`config.mk`:
```
export PLATFORM = sky130hd
export DESIGN_NAME = lts_ctrl
export DESIGN_NICKNAME = d
export VERILOG_FILES = /design/src/rtl/lts_ctrl.v
export VERILOG_INCLUDE_DIRS = /design/src /design/src/rtl
export SDC_FILE = /design/constraint.sdc
export NUM_CORES = 1
export LEC_CHECK = 0
export BUFFER_PORTS_ARGS = -buffer_cell sky130_fd_sc_hd__buf_2
export CAP_MARGIN = 20
export CORE_MARGIN = 1
export CORE_UTILIZATION = 33
export DETAILED_ROUTE_END_ITERATION = 16
export PLACE_DENSITY = 0.56
export SLEW_MARGIN = 5
export SYNTH_ARGS = -nofsm -noshare
export SYNTH_HDL_FRONTEND = slang
export SYNTH_SLANG_ARGS = --single-unit
```
`constraint.sdc`:
```
create_clock -name clk -period 2.5 [get_ports clk]
set_clock_uncertainty 0.1 [all_clocks]
set_input_delay 0.5 -clock clk [delete_from_list [all_inputs] [get_ports clk]]
set_output_delay 0.5 -clock clk [all_outputs]
set_load 0.1 [all_outputs]
```
`src/rtl/lts_map.vh`:
```
// Behaviour
// [RQ1] beacon is sent on the link while the beacon request is held high
// [RQ2] scramble-off request sets the disable-scrambling bit in sent training sets
// [RQ3] disable request moves the machine from Config or Recovery to Disabled
// [RQ4] detect request moves the machine from L2 or Disabled to Detect
// [RQ5] hot-reset request moves the machine from Recovery to Hot Reset
// [RQ6] L0s entry request moves the machine from L0 to L0s
// [RQ7] L0s exit request in L0s sends fast training sequences, then back to L0
// [RQ8] L1 request moves the machine from L0 to L1
// [RQ9] L2 request moves the machine from L0 to L2
// [RQ10] any loopback request bit moves the machine from Config or Recovery to Loopback
// [RQ11] recovery request moves the machine from L0, L0s or L1 to Recovery
// [RQ12] config request moves the machine from Recovery to Config
// [RQ13] current state is reported as a four-bit code
// [RQ14] one active-high bit per lane shows inclusion in Config width negotiation
// [RQ15] inclusion vector is lane reversed: bit 0 is lane 3, bit 1 lane 2
// [RQ16] bit 2 reports lane 1 and bit 3 reports lane 0
// [RQ17] asynchronous scramble-off and disable requests pass two flip-flops first
// [RQ18] requests arriving in a state that does not permit them are ignored
// [RQ19] user logic holds each request until the state code shows arrival
`ifndef LTS_MAP_VH
`define LTS_MAP_VH

// ----------------------------------------
// state codes
// ----------------------------------------
`define LTS_ST_DETECT   4'h0
`define LTS_ST_POLLING  4'h1
`define LTS_ST_CONFIG   4'h2
`define LTS_ST_L0       4'h3
`define LTS_ST_L0S      4'h4
`define LTS_ST_L1       4'h5
`define LTS_ST_L2       4'h6
`define LTS_ST_RECOVERY 4'h7
`define LTS_ST_LOOPBACK 4'h8
`define LTS_ST_HOTRST   4'h9
`define LTS_ST_DISABLED 4'hA

// ----------------------------------------
// register map and fields
// ----------------------------------------
`define LTS_REG_CTRL    4'h0
`define LTS_REG_STATUS  4'h4
`define LTS_CTRL_BEACON 0
`define LTS_CTRL_SCROFF 1
`define LTS_CTRL_MASK_LSB 4
`define LTS_CTRL_RESET  32'h0000_00F0

// ----------------------------------------
// timing counts in clock cycles
// ----------------------------------------
`define LTS_STEP_CYCLES 16'h0010

`endif

```
`src/rtl/lts_ctrl.v`:
```
`default_nettype none
`include "lts_map.vh"

module lts_ctrl #(
  parameter LANES       = 4,
  parameter STEP_CYCLES = `LTS_STEP_CYCLES
) (
  input  wire             clk,
  input  wire             reset,
  input  wire             beacon_send_req,
  input  wire             scramble_off_req,
  input  wire             goto_disabled_req,
  input  wire             goto_detect_req,
  input  wire             goto_hot_reset_req,
  input  wire             enter_l0s_tx_req,
  input  wire             exit_l0s_fts_req,
  input  wire             goto_l1_req,
  input  wire             goto_l2_req,
  input  wire [3:0]       goto_loopback_req,
  input  wire             goto_recovery_req,
  input  wire             goto_config_req,
  input  wire [LANES-1:0] lane_rx_present,
  output reg  [3:0]       ltssm_state_q,
  output reg  [LANES-1:0] lane_incl_q,
  output reg              beacon_tx_q,
  output reg              ts_scramble_off_q,
  output reg              fts_tx_q,
  input  wire [3:0]       avs_address,
  input  wire             avs_read,
  input  wire             avs_write,
  input  wire [31:0]      avs_writedata,
  output reg  [31:0]      avs_readdata,
  output wire             avs_waitrequest
);

  // ----------------------------------------
  // synchronisers for asynchronous inputs
  // ----------------------------------------
  reg [LANES+1:0] sync1_q;
  reg [LANES+1:0] sync2_q;
  wire            scr_off_s;
  wire            dis_s;
  wire [LANES-1:0] present_s;

  // two flops, first stage read only by second
  always @(posedge clk)
  begin
    if (reset)
    begin
      sync1_q <= {(LANES+2){1'b0}};
      sync2_q <= {(LANES+2){1'b0}};
    end
    else
    begin
      sync1_q <= {lane_rx_present, goto_disabled_req, scramble_off_req}; // RQ17
      sync2_q <= sync1_q; // RQ17
    end
  end

  assign scr_off_s = sync2_q[0];
  assign dis_s     = sync2_q[1];
  assign present_s = sync2_q[LANES+1:2];

  // ----------------------------------------
  // register file
  // ----------------------------------------
  reg [31:0]       ctrl_q;
  reg              ack_q;
  reg [3:0]        incl_word;
  wire             access;
  wire [LANES-1:0] lane_mask;

  // one wait cycle per access, answer at the second edge
  assign access          = avs_read | avs_write;
  assign avs_waitrequest = access & ~ack_q;
  assign lane_mask       = ctrl_q[`LTS_CTRL_MASK_LSB +: LANES];

  // lane report padded to a full nibble for the status word
  always @*
  begin
    incl_word            = 4'h0;
    incl_word[LANES-1:0] = lane_incl_q;
  end

  // acknowledge flop, high in the cycle waitrequest drops
  always @(posedge clk)
  begin
    if (reset)
      ack_q <= 1'b0;
    else
      ack_q <= access & ~ack_q;
  end

  // read data loaded in the wait cycle, stands until next access
  always @(posedge clk)
  begin
    if (reset)
      avs_readdata <= 32'h0000_0000;
    else if (access & ~ack_q)
    begin
      case (avs_address)
        `LTS_REG_CTRL:
          avs_readdata <= ctrl_q;
        `LTS_REG_STATUS:
          avs_readdata <= {21'h0,             // unused
                           fts_tx_q,          // fast training
                           ts_scramble_off_q, // scramble off
                           beacon_tx_q,       // beacon
                           incl_word,         // lane report
                           ltssm_state_q};    // state code
        default:
          avs_readdata <= 32'h0000_0000;
      endcase
    end
  end

  // control word lands at the edge that ends the write
  always @(posedge clk)
  begin
    if (reset)
      ctrl_q <= `LTS_CTRL_RESET;
    else if (avs_write & ack_q & (avs_address == `LTS_REG_CTRL))
      ctrl_q <= avs_writedata;
  end

  // ----------------------------------------
  // training state machine
  // ----------------------------------------
  reg [15:0] step_q;
  reg [3:0]  state_d;
  wire       step_done;

  // step timer expiry, shared by every timed exit
  assign step_done = (step_q == STEP_CYCLES[15:0] - 16'h0001);

  // next state; order of checks sets priority inside a state
  always @*
  begin
    state_d = ltssm_state_q;
    case (ltssm_state_q)
      `LTS_ST_DETECT:
      begin
        if (|(present_s & lane_mask))
          state_d = `LTS_ST_POLLING;
      end
      `LTS_ST_POLLING:
      begin
        if (step_done)
          state_d = `LTS_ST_CONFIG;
      end
      `LTS_ST_CONFIG:
      begin
        if (dis_s)
          state_d = `LTS_ST_DISABLED; // RQ3
        else if (|goto_loopback_req)
          state_d = `LTS_ST_LOOPBACK; // RQ10
        else if (step_done)
          state_d = `LTS_ST_L0;
      end
      `LTS_ST_L0:
      begin
        if (goto_recovery_req)
          state_d = `LTS_ST_RECOVERY; // RQ11
        else if (goto_l2_req)
          state_d = `LTS_ST_L2; // RQ9
        else if (goto_l1_req)
          state_d = `LTS_ST_L1; // RQ8
        else if (enter_l0s_tx_req)
          state_d = `LTS_ST_L0S; // RQ6
      end
      `LTS_ST_L0S:
      begin
        if (goto_recovery_req)
          state_d = `LTS_ST_RECOVERY; // RQ11
        else if (fts_tx_q & step_done)
          state_d = `LTS_ST_L0; // RQ7
      end
      `LTS_ST_L1:
      begin
        if (goto_recovery_req)
          state_d = `LTS_ST_RECOVERY; // RQ11
      end
      `LTS_ST_L2:
      begin
        if (goto_detect_req)
          state_d = `LTS_ST_DETECT; // RQ4
      end
      `LTS_ST_RECOVERY:
      begin
        if (dis_s)
          state_d = `LTS_ST_DISABLED; // RQ3
        else if (goto_hot_reset_req)
          state_d = `LTS_ST_HOTRST; // RQ5
        else if (|goto_loopback_req)
          state_d = `LTS_ST_LOOPBACK; // RQ10
        else if (goto_config_req)
          state_d = `LTS_ST_CONFIG; // RQ12
        else if (step_done)
          state_d = `LTS_ST_L0;
      end
      `LTS_ST_LOOPBACK:
      begin
        if (~|goto_loopback_req)
          state_d = `LTS_ST_DETECT;
      end
      `LTS_ST_HOTRST:
      begin
        if (step_done)
          state_d = `LTS_ST_DETECT;
      end
      `LTS_ST_DISABLED:
      begin
        if (goto_detect_req)
          state_d = `LTS_ST_DETECT; // RQ4
      end
      default:
        state_d = `LTS_ST_DETECT;
    endcase
    // any request not listed for the current state falls through unused  RQ18
  end

  // ----------------------------------------
  // state register and step timer
  // ----------------------------------------

  // state code register
  always @(posedge clk)
  begin
    if (reset)
      ltssm_state_q <= `LTS_ST_DETECT;
    else
      ltssm_state_q <= state_d; // RQ13
  end

  // step timer restarts on a state change and on expiry
  always @(posedge clk)
  begin
    if (reset)
      step_q <= 16'h0000;
    else if (state_d != ltssm_state_q || step_done)
      step_q <= 16'h0000;
    else
      step_q <= step_q + 16'h0001;
  end

  // ----------------------------------------
  // line controls
  // ----------------------------------------

  // fast training sequences only while staying in L0s
  always @(posedge clk)
  begin
    if (reset)
      fts_tx_q <= 1'b0;
    else if (state_d != `LTS_ST_L0S)
      fts_tx_q <= 1'b0;
    else if (exit_l0s_fts_req)
      fts_tx_q <= 1'b1; // RQ7
  end

  // beacon and scramble-off follow the request or the software bit
  always @(posedge clk)
  begin
    if (reset)
    begin
      beacon_tx_q       <= 1'b0;
      ts_scramble_off_q <= 1'b0;
    end
    else
    begin
      beacon_tx_q       <= beacon_send_req | ctrl_q[`LTS_CTRL_BEACON]; // RQ1
      ts_scramble_off_q <= scr_off_s | ctrl_q[`LTS_CTRL_SCROFF]; // RQ2
    end
  end

  // ----------------------------------------
  // lane report
  // ----------------------------------------

  // report live only while in Config, zero elsewhere
  always @(posedge clk)
  begin
    if (reset)
      lane_incl_q <= {LANES{1'b0}};
    else if (state_d == `LTS_ST_CONFIG)
      lane_incl_q <= rev_lanes(present_s & lane_mask); // RQ14
    else
      lane_incl_q <= {LANES{1'b0}};
  end

  // bit i reports lane LANES-1-i
  function [LANES-1:0] rev_lanes;
    input [LANES-1:0] v;
    integer i;
    begin
      for (i = 0; i < LANES; i = i + 1)
        rev_lanes[i] = v[LANES-1-i]; // RQ15 RQ16
    end
  endfunction

endmodule
`default_nettype wire

```
* After elaboration in Yosys (flattened, before gate mapping)
Cells that the tools add are included.
Word-level totals: bits in read-only memories 0, input port bits 59, register bits after elaboration 104, memory bits (writable) 0, latch bits 0, memories 0, logic and storage cells 67, output and inout bits 44
Operators by class: $lt $le $gt $ge 0, shift operators 0, eq/ne operators 15, add/sub/neg operators 1, div/mod/pow operators 0, $mul 0, reductions and logical operators 9, bitwise operators 10, multiplexer cells 21
Operators with widths (count):
- 4-bit 2-to-1 mux | 19
- 32-bit one-hot mux with 2 select lines | 1
- 4-bit one-hot mux with 10 select lines | 1
- 4-bit by 3-bit equality test with 1-bit output (second input constant) | 5
- 16-bit by 1-bit adder with 16-bit output (second input constant) | 1
- 16-bit by 4-bit equality test with 1-bit output (second input constant) | 1
- 4-bit by 2-bit equality test with 1-bit output (second input constant) | 3
- 4-bit equality test (second input constant) | 3
- 4-bit logical NOT | 2
- 2-bit OR reduction | 4
- 4-bit OR reduction | 2
- 1-bit AND | 4
- 4-bit AND | 1
- 4-bit by 1-bit equality test with 1-bit output (second input constant) | 1
- 4-bit by 3-bit inequality test with 1-bit output (second input constant) | 1
- 4-bit inequality test | 1
- 1-bit OR | 3
- 1-bit NOT | 2
- 1-bit logical OR | 1

* Longest topological paths before layout
Gate-level depths: netlist of the first run.
depth after elaboration 10, mapped depth 9, depth with buffers taken out 7

* Worst setup path before layout of the first run
Ideal clock, no wire load.
path kind flip-flop to flip-flop, from register ltssm_state_q[2], to register step_q[0], required time 2300 ps, buffers on the path 2, clock period less this slack 2793 ps, arrival 2594 ps, cell stages (with the launch flop) 9, path slack -293 ps, library setup time 100 ps, cell sequence dfxtp_1 > buf_6 > buf_2 > nor2b_1 > nand2_1 > o211a_1 > a211oi_4 > inv_2 > a2111oi_4
On the way: word-level cells in the longest chain between the ends 9, elaborated cells between the ends (all ways) 35, classes of those cells eq/ne (11); mux (20); reduce/logical (4)
Ends and longest elaborated chain:
- start, declared | RTL line lts_ctrl.v:23 | output reg [3:0] ltssm_state_q,
- start signal, assigned | RTL line lts_ctrl.v:230 | ltssm_state_q <= `LTS_ST_DETECT;
- start signal, assigned | RTL line lts_ctrl.v:232 | ltssm_state_q <= state_d;
- 4-bit 2-to-1 mux | RTL line lts_ctrl.v:157, lts_ctrl.v:198
- 4-bit 2-to-1 mux | RTL line lts_ctrl.v:196 | else if (goto_config_req)
- 4-bit 2-to-1 mux | RTL line lts_ctrl.v:194 | else if (|goto_loopback_req)
- 4-bit 2-to-1 mux | RTL line lts_ctrl.v:192 | else if (goto_hot_reset_req)
- 4-bit 2-to-1 mux | RTL line lts_ctrl.v:190 | if (dis_s)
- 4-bit one-hot mux with 10 select lines | RTL line lts_ctrl.v:140 | case (ltssm_state_q)
- 4-bit inequality test (*) | RTL line lts_ctrl.v:240 | else if (state_d != ltssm_state_q || step_done)
- 1-bit logical OR (*) | RTL line lts_ctrl.v:240
- 2-bit OR reduction (no line) (*)
- end signal, assigned | RTL line lts_ctrl.v:243 | step_q <= step_q + 16'h0001;
- end, declared | RTL line lts_ctrl.v:129 | reg [15:0] step_q;
Mark *: on every way between the ends. The rest lies on a longest branch, timed or not. A chain may end at the register's enable or synchronous reset.

* Worst setup path in the final report of the first run
from register step_q[1], to register step_q[0]
On the way: word-level cells in the longest chain between the ends 10, elaborated cells between the ends (all ways) 17, classes of those cells eq/ne (2); mux (12); bitwise (1); reduce/logical (2)
Ends and longest elaborated chain:
- 16-bit by 4-bit equality test with 1-bit output (*) | RTL line lts_ctrl.v:134 | assign step_done = (step_q == STEP_CYCLES[15:0] - 16'h0001);
- 4-bit 2-to-1 mux | RTL line lts_ctrl.v:157, lts_ctrl.v:198
- 4-bit 2-to-1 mux | RTL line lts_ctrl.v:196
- 4-bit 2-to-1 mux | RTL line lts_ctrl.v:194
- 4-bit 2-to-1 mux | RTL line lts_ctrl.v:192
- 4-bit 2-to-1 mux | RTL line lts_ctrl.v:190
- 4-bit one-hot mux with 10 select lines | RTL line lts_ctrl.v:140
- 4-bit inequality test | RTL line lts_ctrl.v:240
- 1-bit logical OR (*) | RTL line lts_ctrl.v:240
- 2-bit OR reduction (no line) (*)
Marks and branches as above.

==> results of run 1 <==
==> worst max-delay path by stage <==
stage / to / cells after the start
floorplan: step_q[0]$_SDFF_PP0_ / 8
CTS: step_q[1]$_SDFF_PP0_ / 7
global placement: step_q[0]$_SDFF_PP0_ / 7
finish: step_q[0]$_SDFF_PP0_ / 8
detailed placement: step_q[0]$_SDFF_PP0_ / 7
global route: step_q[0]$_SDFF_PP0_ / 8
==> registers in the layout, summed over array words and instances, names as in the netlist <==
| register | cells |
|---|---|
| avs_readdata | 32 |
| lane_incl_q | 4 |
| ltssm_state_q | 4 |
| fts_tx_q | 1 |
| beacon_tx_q | 1 |
| ts_scramble_off_q | 1 |
| step_q | 16 |
| sync2_q | 6 |
| ctrl_q | 32 |
| ack_q | 1 |
| sync1_q | 6 |
==> routing by layer <==
layer / global-route usage (%) / vias to the layer above / wire length, um
met5: 0 / - / 0
met4: 4.03 / 0 / 113
met3: 4.30 / 10 / 590
met2: 26.7 / 89 / 5490
met1: 23.7 / 1873 / 5630
li1: - / 2006 / -
==> per-stage QoR <==
step           setup TNS [ns]  hold slack, ns  std cells
2_1_floorplan               0           0.311        517
3_3_place_gp          -0.0212           0.316        779
3_5_place_dp           -0.101           0.322        779
4_1_cts                     0           0.248        794
5_1_grt                     0           0.255        794
6_report                    0           0.260        794
==> logic make-up (layout without fill, tap and decap cells) <==
family          count (synthesis)  count (layout)  share of synthesized area [%]
flops                         104             104                           46.3
compound gates                108             108                           18.3
simple gates                  248             248                           27.4
fa+ha+maj                       1               1                          0.278
buf+inv                        42             143                           5.03
xor+xnor                       14              14                           2.73
==> critical path: stages (launching register included) <==
cell and delay (ns):
dfxtp_1 0.36, ha_1 0.19, and3_1 0.20, and4_4 0.29, or2_4 0.14, o211ai_2 0.10, or3_4 0.40, buf_12 0.17
a2111oi_4 0.33
==> synth_stat cells (all sizes together) (3+ instances only) <==
master     n  area share (%)
inv        4            0.33
nand3     32             3.6
dfxtp    104              46
nor2b     16             2.2
and4       5             1.1
a221oi    13             2.7
a21oi     52             5.8
o21ai      6            0.83
nand2b     4            0.56
nor2      27             2.3
nor4       8             1.5
nand2    112             9.3
nand3b     5            0.83
nor4b      4            0.78
xnor2     10             1.9
or2        4            0.61
nand4      5            0.83
a2111oi    3             1.4
xor2       4            0.78
buf       12             2.5
a211oi    16             4.2
nor3      15             1.7
clkbuf    26             2.2
==> final cells by class <==
class / count / area [um^2] / area share [%]
inverter: 4 / 15.0 / 0.271
clock inverter: 4 / 55.1 / 0.993
multi-input combinational: 371 / 2230 / 40.3
clock buffer: 11 / 233 / 4.20
sequential: 104 / 2090 / 37.6
tap: 176 / 220 / 3.97
timing repair buffer: 124 / 703 / 12.7
==> repair_timing <==
item / CTS / global route
hold endpoints to repair: 0 / 0
endpoints found under the setup margin: 0 / 16
buffers inserted: 0 / 0
resized for setup: 0 / 5
==> cells in the final DEF, fill, tap and decap left out, types with 3 or more instances in the layout <==
cell type	n
xnor2_1	10
or2_2	3
inv_1	3
nor4b_1	3
a221oi_1	12
a211oi_1	4
nand2b_1	4
nand3b_1	5
dfxtp_2	4
xor2_1	4
clkbuf_16	9
dfxtp_1	100
a21oi_1	52
buf_2	101
nand2_1	112
nand4_1	4
nor3_1	15
nor4_2	3
nand3_1	32
buf_4	21
nor2_1	26
and4_1	3
nor4_1	4
a211oi_2	11
nor2b_1	16
==> power by group <==
| group | switching, mW | internal [mW] | total, mW |
|---|---|---|---|
| sequential | 0.0251 | 1.69 | 1.72 |
| combinational | 0.328 | 0.144 | 0.472 |
| clock | 0.613 | 0.777 | 1.39 |
| total | 0.966 | 2.61 | 3.58 |
==> flow_summary.ini, run 1 <==
[worst_setup_path]
reg2reg_slack_ns = 0.13
worstSetupEndpointType = flip-flop
crit_path_start = step_q[1]$_SDFF_PP0_
reg2reg_depth = 8
arrival_ns = 2.52
worstPathMaxFanout = 16
timing_worst_setup_path_type = reg2reg
cp-start-kind = flip-flop
r2r_end = step_q[0]$_SDFF_PP0_
r2r_start = step_q[1]$_SDFF_PP0_
worstPathRequired_ns = 2.65

[cts]
ctsHoldBuffers = 0
htree_levels = 3
tritoncts = built
cts.clk_slew.worst_paths_ns = 0.07
cts-root-buf = clkbuf_16
clock-sinks = 104
cts_buffers = 9
clkLatencyLatePin_ns = 0.34
clk_path_buf_depth = 2

[sta]
worst_pin_slew_ns = 0.836
hold_viol_final = 0
clock.fmax_mhz = 422
setup_viol = 0
slew_headroom_pct = 44.3
finalMaxSlewViolations = 0
setup_ws_ns = 0.130
grt_setup_unrepaired = false
period_share_pct = 94.8
period_needed_ns = 2.37

[synth]
netlist_area_um2 = 4500
syn_inst = 517
ys.flop_type = dfxtp_1
synth_area_per_cell_um2 = 8.70
ys_warn_count = 0
synth_seq_area_share_pct = 46.3
synthArstFlopShare_pct = 0
ys_types = 62
ys_seq_elements = 104
synth_edf_count = 0
syn-num-nets = 577

[route]
routed_wl_um = 11800
drt-pass1-iter-count = 4
via_per_inst = 5.01
ant_nets = 0
vias = 3978
drc = 0
wl_per_cell_um = 14.9
drt_iter0_markers = 204

[floorplanning]
initial_core_util_pct = 33.8
fp.dieArea_um2 = 14100
die_w_um = 119
io_pins = 103
die_y_um = 119
core_area_um2 = 13300
rows = 42

[job]
drv_cap = 0

[placement]
dpl_worst_slack_ns = -0.0443
gp_congestion = 0.839
dp_hpwl_um = 8250
place.port_buffers = 102
place_area_um2 = 5230

[finish]
nets = 674
synthToLayoutAreaGrowth_pct = 23.3
antennaDiodeCount = 0
final_area_um2 = 5550
utilization_pct = 41.7
layout-drive-gt1-share_pct = 28.6
fillers = 1363

[power]
power_mw = 3.58
ir_worst_vdd_mv = 0.484
p_leak_nw = 2.15
power_density_nw_per_um2 = 645

[worst_hold_path]
worstHoldEndpoint = sync1_q[4]$_SDFF_PP0_
min_path_cells = 2
hp-start = lane_rx_present[2]
hold_path_class = in2reg

[global_route]
antenna_found_initial = 0
track_usage_pct = 17.2
grt_pass1_vias = 3751
grt_max_degree = 84
grt_first_pass_wirelength_um = 19100
grt-ovfl-total = 0

[outcome]
outcome = finished, final reports clean
Power figures use the tool's default switching activity.
==> run 2: changes to the inputs <==
--- a/config.mk
+++ b/config.mk
@@ -6,12 +6,12 @@
 export SDC_FILE = /design/constraint.sdc
 export NUM_CORES = 1
 export LEC_CHECK = 0
-export BUFFER_PORTS_ARGS = -buffer_cell sky130_fd_sc_hd__buf_2
+export BUFFER_PORTS_ARGS = -buffer_cell sky130_fd_sc_hd__buf_4
 export CAP_MARGIN = 20
 export CORE_MARGIN = 1
 export CORE_UTILIZATION = 33
 export DETAILED_ROUTE_END_ITERATION = 16
-export PLACE_DENSITY = 0.56
+export PLACE_DENSITY = 0.54
 export SLEW_MARGIN = 5
 export SYNTH_ARGS = -nofsm -noshare
 export SYNTH_HDL_FRONTEND = slang
==> constraint.sdc (replaced) <==
create_clock -name clk -period 2.8 [get_ports clk]
set_clock_uncertainty 0.1 [all_clocks]
set_input_delay 0.56 -clock clk [delete_from_list [all_inputs] [get_ports clk]]
set_output_delay 0.56 -clock clk [all_outputs]
set_load 0.1 [all_outputs]
==> run 2 against run 1 <==
Compared with the run above:
- worst setup slack improved by 0.0063 ns
- cell area is 3.7% higher
- clock power fell by 7%
- largest cell class unchanged
- largest power group unchanged
==> flow_summary.ini, run 2 (synthesis results as in run 1) <==
[worst_setup_path]
cp.buffers_inverters = 1
arrival_ns = 2.83
cp-start-kind = flip-flop
worstSetupEndpointType = flip-flop
timing_worst_setup_path_type = reg2reg
worstPathRequired_ns = 2.97
critical-path-max-stage-delay_ns = 0.55
cp_top_family = simple AND/OR/NAND/NOR gates
worstPathMaxFanout = 8
crit_slowest_cell = or3_1
cp_cell_sequence = ha_1, and3_1, and4_4, or2_4, o211ai_2, or3_1, buf_4, a211oi_2

[global_route]
grt_max_degree = 84
grt-ovfl-total = 0
grt_first_pass_wirelength_um = 18900
grt_pass1_vias = 3783
antenna_found_initial = 0
track_usage_pct = 17.2

[finish]
layout-drive-gt1-share_pct = 27.9
final_cell_count_no_fill = 793
final_cell_mix = buf_4, nand2_1, dfxtp_1
antennaDiodeCount = 0
layout_commonest_cell = buf_4
utilization_pct = 43.3
nets = 672
reg_top3 = avs_readdata (32), ctrl_q (32), step_q (16)
synthToLayoutAreaGrowth_pct = 27.8

[placement]
placed_cells = 777
dp_hpwl_um = 8210
place.port_buffers = 102
gp_congestion = 0.821

[cts]
cts_setup_buffers = 0
ctsHoldBuffers = 0
cts-root-buf = clkbuf_16
post_cts_resized = 0
clock-sinks = 104
clk_path_buf_depth = 2
htree_levels = 3
cts_buffers = 9
cts.clk_slew.worst_paths_ns = 0.07
tritoncts = built
clkLatencyLatePin_ns = 0.35

[route]
drc = 0
drt-pass1-iter-count = 4
wl_per_cell_um = 14.8
drt_iter0_markers = 183
vias = 3971
routed_wl_um = 11800
ant_nets = 0
via_per_inst = 5.01

[sta]
hold_viol_final = 0
clock.fmax_mhz = 375
worst_pin_slew_ns = 0.838
period_needed_ns = 2.66
setup_viol = 0
finalMaxSlewViolations = 0
grt_setup_unrepaired = false
slew_headroom_pct = 44.1
period_share_pct = 95.1
tns_ns = 0

[floorplanning]
fp.dieArea_um2 = 14100
io_pins = 103
initial_core_util_pct = 33.8
rows = 42
die_w_um = 119
core_area_um2 = 13300
die_y_um = 119

[worst_hold_path]
hold_path_class = in2reg

[job]
drv_cap = 0

[power]
ir_worst_vdd_mv = 0.365
power_mw = 3.25
p_leak_nw = 2.18
power_density_nw_per_um2 = 565

[outcome]
outcome = finished, final reports clean
[run 2: cell types whose count changed in the layout (fill, tap and decap cells not counted), moves of 2 or more]
cell,before,now
dfxtp_2,4,0
buf_2,101,0
buf_4,21,121
clkinv_2,0,2
dfxtp_1,100,104
clkbuf_1,2,0
[run 2: final timing paths]
check / startpoint / endpoint / slack, ns / depth (start not counted)
worst max-delay path: step_q[0]$_SDFF_PP0_ / step_q[11]$_SDFF_PP0_ / 0.14 / 8
worst min-delay path: lane_rx_present[1] / sync1_q[3]$_SDFF_PP0_ / 0.32 / 2
worst max register to register: step_q[0]$_SDFF_PP0_ / step_q[11]$_SDFF_PP0_ / 0.14 / 8
worst min register to register: sync1_q[2]$_SDFF_PP0_ / sync2_q[2]$_SDFF_PP0_ / 0.34 / 1
[run 2: layout make-up]
cell class,instances,area (um^2)
fillers,1331,7540
multi-input cells,371,2200
flip-flops and latches,104,2080
repair buffers,122,928
clock buffers,9,225
well taps,176,220
clock inverters,7,77.6
inverters,4,15.0
[run 2: metrics by stage]
| step | setup slack, ns | instance area (um^2) | hold WS, ns |
|---|---|---|---|
| floorplan | 0.00660 | 4500 | 0.311 |
| global placement | 0.195 | 5450 | 0.320 |
| detailed placement | 0.169 | 5450 | 0.325 |
| CTS | 0.146 | 5750 | 0.299 |
| global route | 0.0374 | 5750 | 0.310 |
| finish | 0.137 | 5750 | 0.316 |
[run 2: report_power, final]
part           internal [mW]  total (mW)  switching, mW
clock network          0.704        1.29          0.581
registers               1.51        1.53         0.0266
logic                  0.145       0.427          0.282
total                   2.36        3.25          0.890
[run 2: layer usage]
metal,vias to the layer above,wire (um),global-route usage [%]
li1,2007,-,-
met1,1845,5360,21.9
met2,109,5710,28.4
met3,10,532,3.72
met4,0,167,6.25
met5,-,0,0
==> run 3: changes to the inputs <==
--- a/config.mk
+++ b/config.mk
@@ -6,6 +6,7 @@
 export SDC_FILE = /design/constraint.sdc
 export NUM_CORES = 1
 export LEC_CHECK = 0
+export ABC_AREA = 1
 export BUFFER_PORTS_ARGS = -buffer_cell sky130_fd_sc_hd__buf_4
 export CAP_MARGIN = 20
 export CORE_MARGIN = 1
==> constraint.sdc (replaced) <==
create_clock -name clk -period 2.8 [get_ports clk]
set_clock_uncertainty 0.1 [all_clocks]
set_input_delay 0.14 -clock clk [delete_from_list [all_inputs] [get_ports clk]]
set_output_delay 0.14 -clock clk [all_outputs]
set_load 0.1 [all_outputs]
==> run 3 against run 2 <==
Compared with the run above:
- synthesized cell count grew 15%
- fmax grew 21%
- register-to-register slack gained 0.46 ns
- sequential cell count is the same
- worst setup slack gained 0.46 ns
- global-route usage grew 0.21 points
- wire length shrank 0.60%
- worst hold slack lost 0.30 ns
- critical endpoint is now step_q[4]$_SDFF_PP0_
- highest routed layer unchanged
==> flow_summary.ini, run 3 <==
[outcome]
outcome = finished, final reports clean

[floorplanning]
core_area_um2 = 13200
fp.dieArea_um2 = 13900
io_pins = 103
rows = 42
die_y_um = 118
die_w_um = 118
initial_core_util_pct = 33.7

[synth]
synth_area_per_cell_um2 = 7.45
ys_warn_count = 0
synth_seq_area_share_pct = 46.8
syn-num-nets = 657
synth_top_cell_area_share_pct = 46.8
synth_common_cells = nand2_1, dfxtp_1, inv_1, nor2_1, a21oi_1
netlist_area_um2 = 4450
syn_inst = 597
synthArstFlopShare_pct = 0
ys.flop_type = dfxtp_1
synthTopCellsByArea = dfxtp_1, nand2_1, a21oi_1, inv_1, nor2_1
ys_types = 31
synth_edf_count = 0
yosys.area.top_type = dfxtp_1
ys_seq_elements = 104
synth.most_common_cell = nand2_1

[route]
vias = 4157
ant_nets = 0
routed_wl_um = 11700
via_per_inst = 4.58
drt_iter0_markers = 181
wl_per_cell_um = 12.9
drt-pass1-iter-count = 6
drc = 0

[finish]
antennaDiodeCount = 0
layout-drive-gt1-share_pct = 20.9
utilization_pct = 45.7
fillers = 1309
register_area_um2 = 2080
final_area_um2 = 6030
final_cell_count_no_fill = 907
layout_commonest_cell = nand2_1
final_cell_mix = nand2_1, buf_4, dfxtp_1
multi_input_area_um2 = 1970
nets = 788
synthToLayoutAreaGrowth_pct = 35.6
reg_top3 = avs_readdata (32), ctrl_q (32), step_q (16)

[sta]
tns_ns = 0
grt_setup_unrepaired = false
period_share_pct = 78.8
slew_headroom_pct = 65.5
worst_pin_slew_ns = 0.516
hold_viol_final = 0
setup_ws_ns = 0.592
period_needed_ns = 2.21
finalMaxSlewViolations = 0
clock.fmax_mhz = 453
holdWs_ns = 0.0178
setup_viol = 0

[global_route]
track_usage_pct = 17.4
grt_first_pass_wirelength_um = 19500
grt-ovfl-total = 0
antenna_found_initial = 0
grt_max_degree = 46
grt_pass1_vias = 4056

[power]
power_density_nw_per_um2 = 563
swShare_pct = 29.6
p_leak_nw = 2.63
seq_power_share_pct = 46.0
internal_power_mw = 2.39
power_mw = 3.39
power.clock.fraction_pct = 34.8
switchingPower_mw = 1.00
power_frac_comb_pct = 19.2
ir_worst_vdd_mv = 0.388

[cts]
htree_levels = 3
clk_path_buf_depth = 2
tritoncts = built
cts_buffers = 9
clkLatencyLatePin_ns = 0.34
cts.clk_slew.worst_paths_ns = 0.07
post_cts_resized = 0
clock-sinks = 104
cts-root-buf = clkbuf_16

[job]
drv_cap = 0

[worst_setup_path]
worstSetupEndpointType = flip-flop
worstPathMaxFanout = 16
cpMostUsedCell = nand2_1
arrival_ns = 2.37
cp-start-kind = flip-flop
cp_cell_sequence = ha_1, nand3_2, nor2_4, nand3_1, a21oi_1, nor2_1, nand2_1, nand2_1, nand2_1, nand3_4, nor3_1
critical-path-max-stage-delay_ns = 0.37
timing_worst_setup_path_type = reg2reg
crit_slowest_cell = dfxtp_1
worstPathRequired_ns = 2.96

[placement]
dp_hpwl_um = 8240
placed_cells = 853
place.port_buffers = 102
place_area_um2 = 5360
gp_congestion = 0.882
dpl_worst_slack_ns = 0.610

[worst_hold_path]
hold_path_class = in2reg
[run 3: cell count changes in the layout (fill, tap and decap cells not counted), sizes merged, moves of 13 or more]
cell and change:
inv +61, nor2 +41, dlygate4sd3 +40, o21ai +36, nand2 +27, a211oi -16, nor2b -16, a221oi -13
buf -13
[run 3: final cells by class]
cell class                 instances  area share [%]
tap                              176            3.65
timing repair buffer             149            20.2
inverter                          70            4.36
sequential                       104            34.5
clock buffer                      14            4.54
multi-input combinational        394            32.7
[run 3: what timing repair did]
action,CTS,global route
hold endpoints to repair,39,0
buffers inserted,0,0
hold buffers,40,0
[run 3: per-layer routing]
metal / up-vias / global-route usage, % / share of wire (%)
met5: - / 0 / 0
met4: 0 / 5.05 / 1.5
met3: 15 / 5.18 / 4.4
met2: 95 / 27.8 / 47
met1: 1882 / 22.6 / 47
li1: 2165 / - / -
[run 3: cell families after synthesis]
logic type	after synthesis	share of synthesized area, %
AND/OR/NAND/NOR	265	27.5
AO/OA/AOI/OAI	115	14.0
flip-flops	104	46.8
buffers and inverters	99	8.83
XOR/XNOR	13	2.56
adder cells (fa/ha/maj)	1	0.281
[run 3: path summary, 6_finish.rpt]
path	from	to	depth (start not counted)	slack (ns)
hold / removal	avs_writedata[8]	ctrl_q[8]$_SDFFE_PP0P_	3	0.02
hold reg to reg	sync1_q[1]$_SDFF_PP0_	sync2_q[1]$_SDFF_PP0_	2	0.30
setup / recovery	step_q[0]$_SDFF_PP0_	step_q[4]$_SDFF_PP0_	11	0.59
setup reg to reg	step_q[0]$_SDFF_PP0_	step_q[4]$_SDFF_PP0_	11	0.59
[run 3: power groups by stage]
stage | Combinational [mW] | Sequential, mW | Clock [mW]
after global routing | 0.691 | 1.57 | 1.28
after detailed placement | 0.607 | 1.59 | 0
final | 0.651 | 1.56 | 1.18
after CTS | 0.654 | 1.56 | 1.22
after global placement | 0.603 | 1.59 | 0
after floorplan | 0.184 | 1.85 | 0
[run 3: worst max-delay path: cells and delay by family, from the launching register on]
| kind | cells | cell delay, ns |
|---|---|---|
| flip-flops | 1 | 0.37 |
| AND/OR/NAND/NOR | 9 | 1.22 |
| adder cells (fa/ha/maj) | 1 | 0.21 |
| AO/OA/AOI/OAI | 1 | 0.22 |
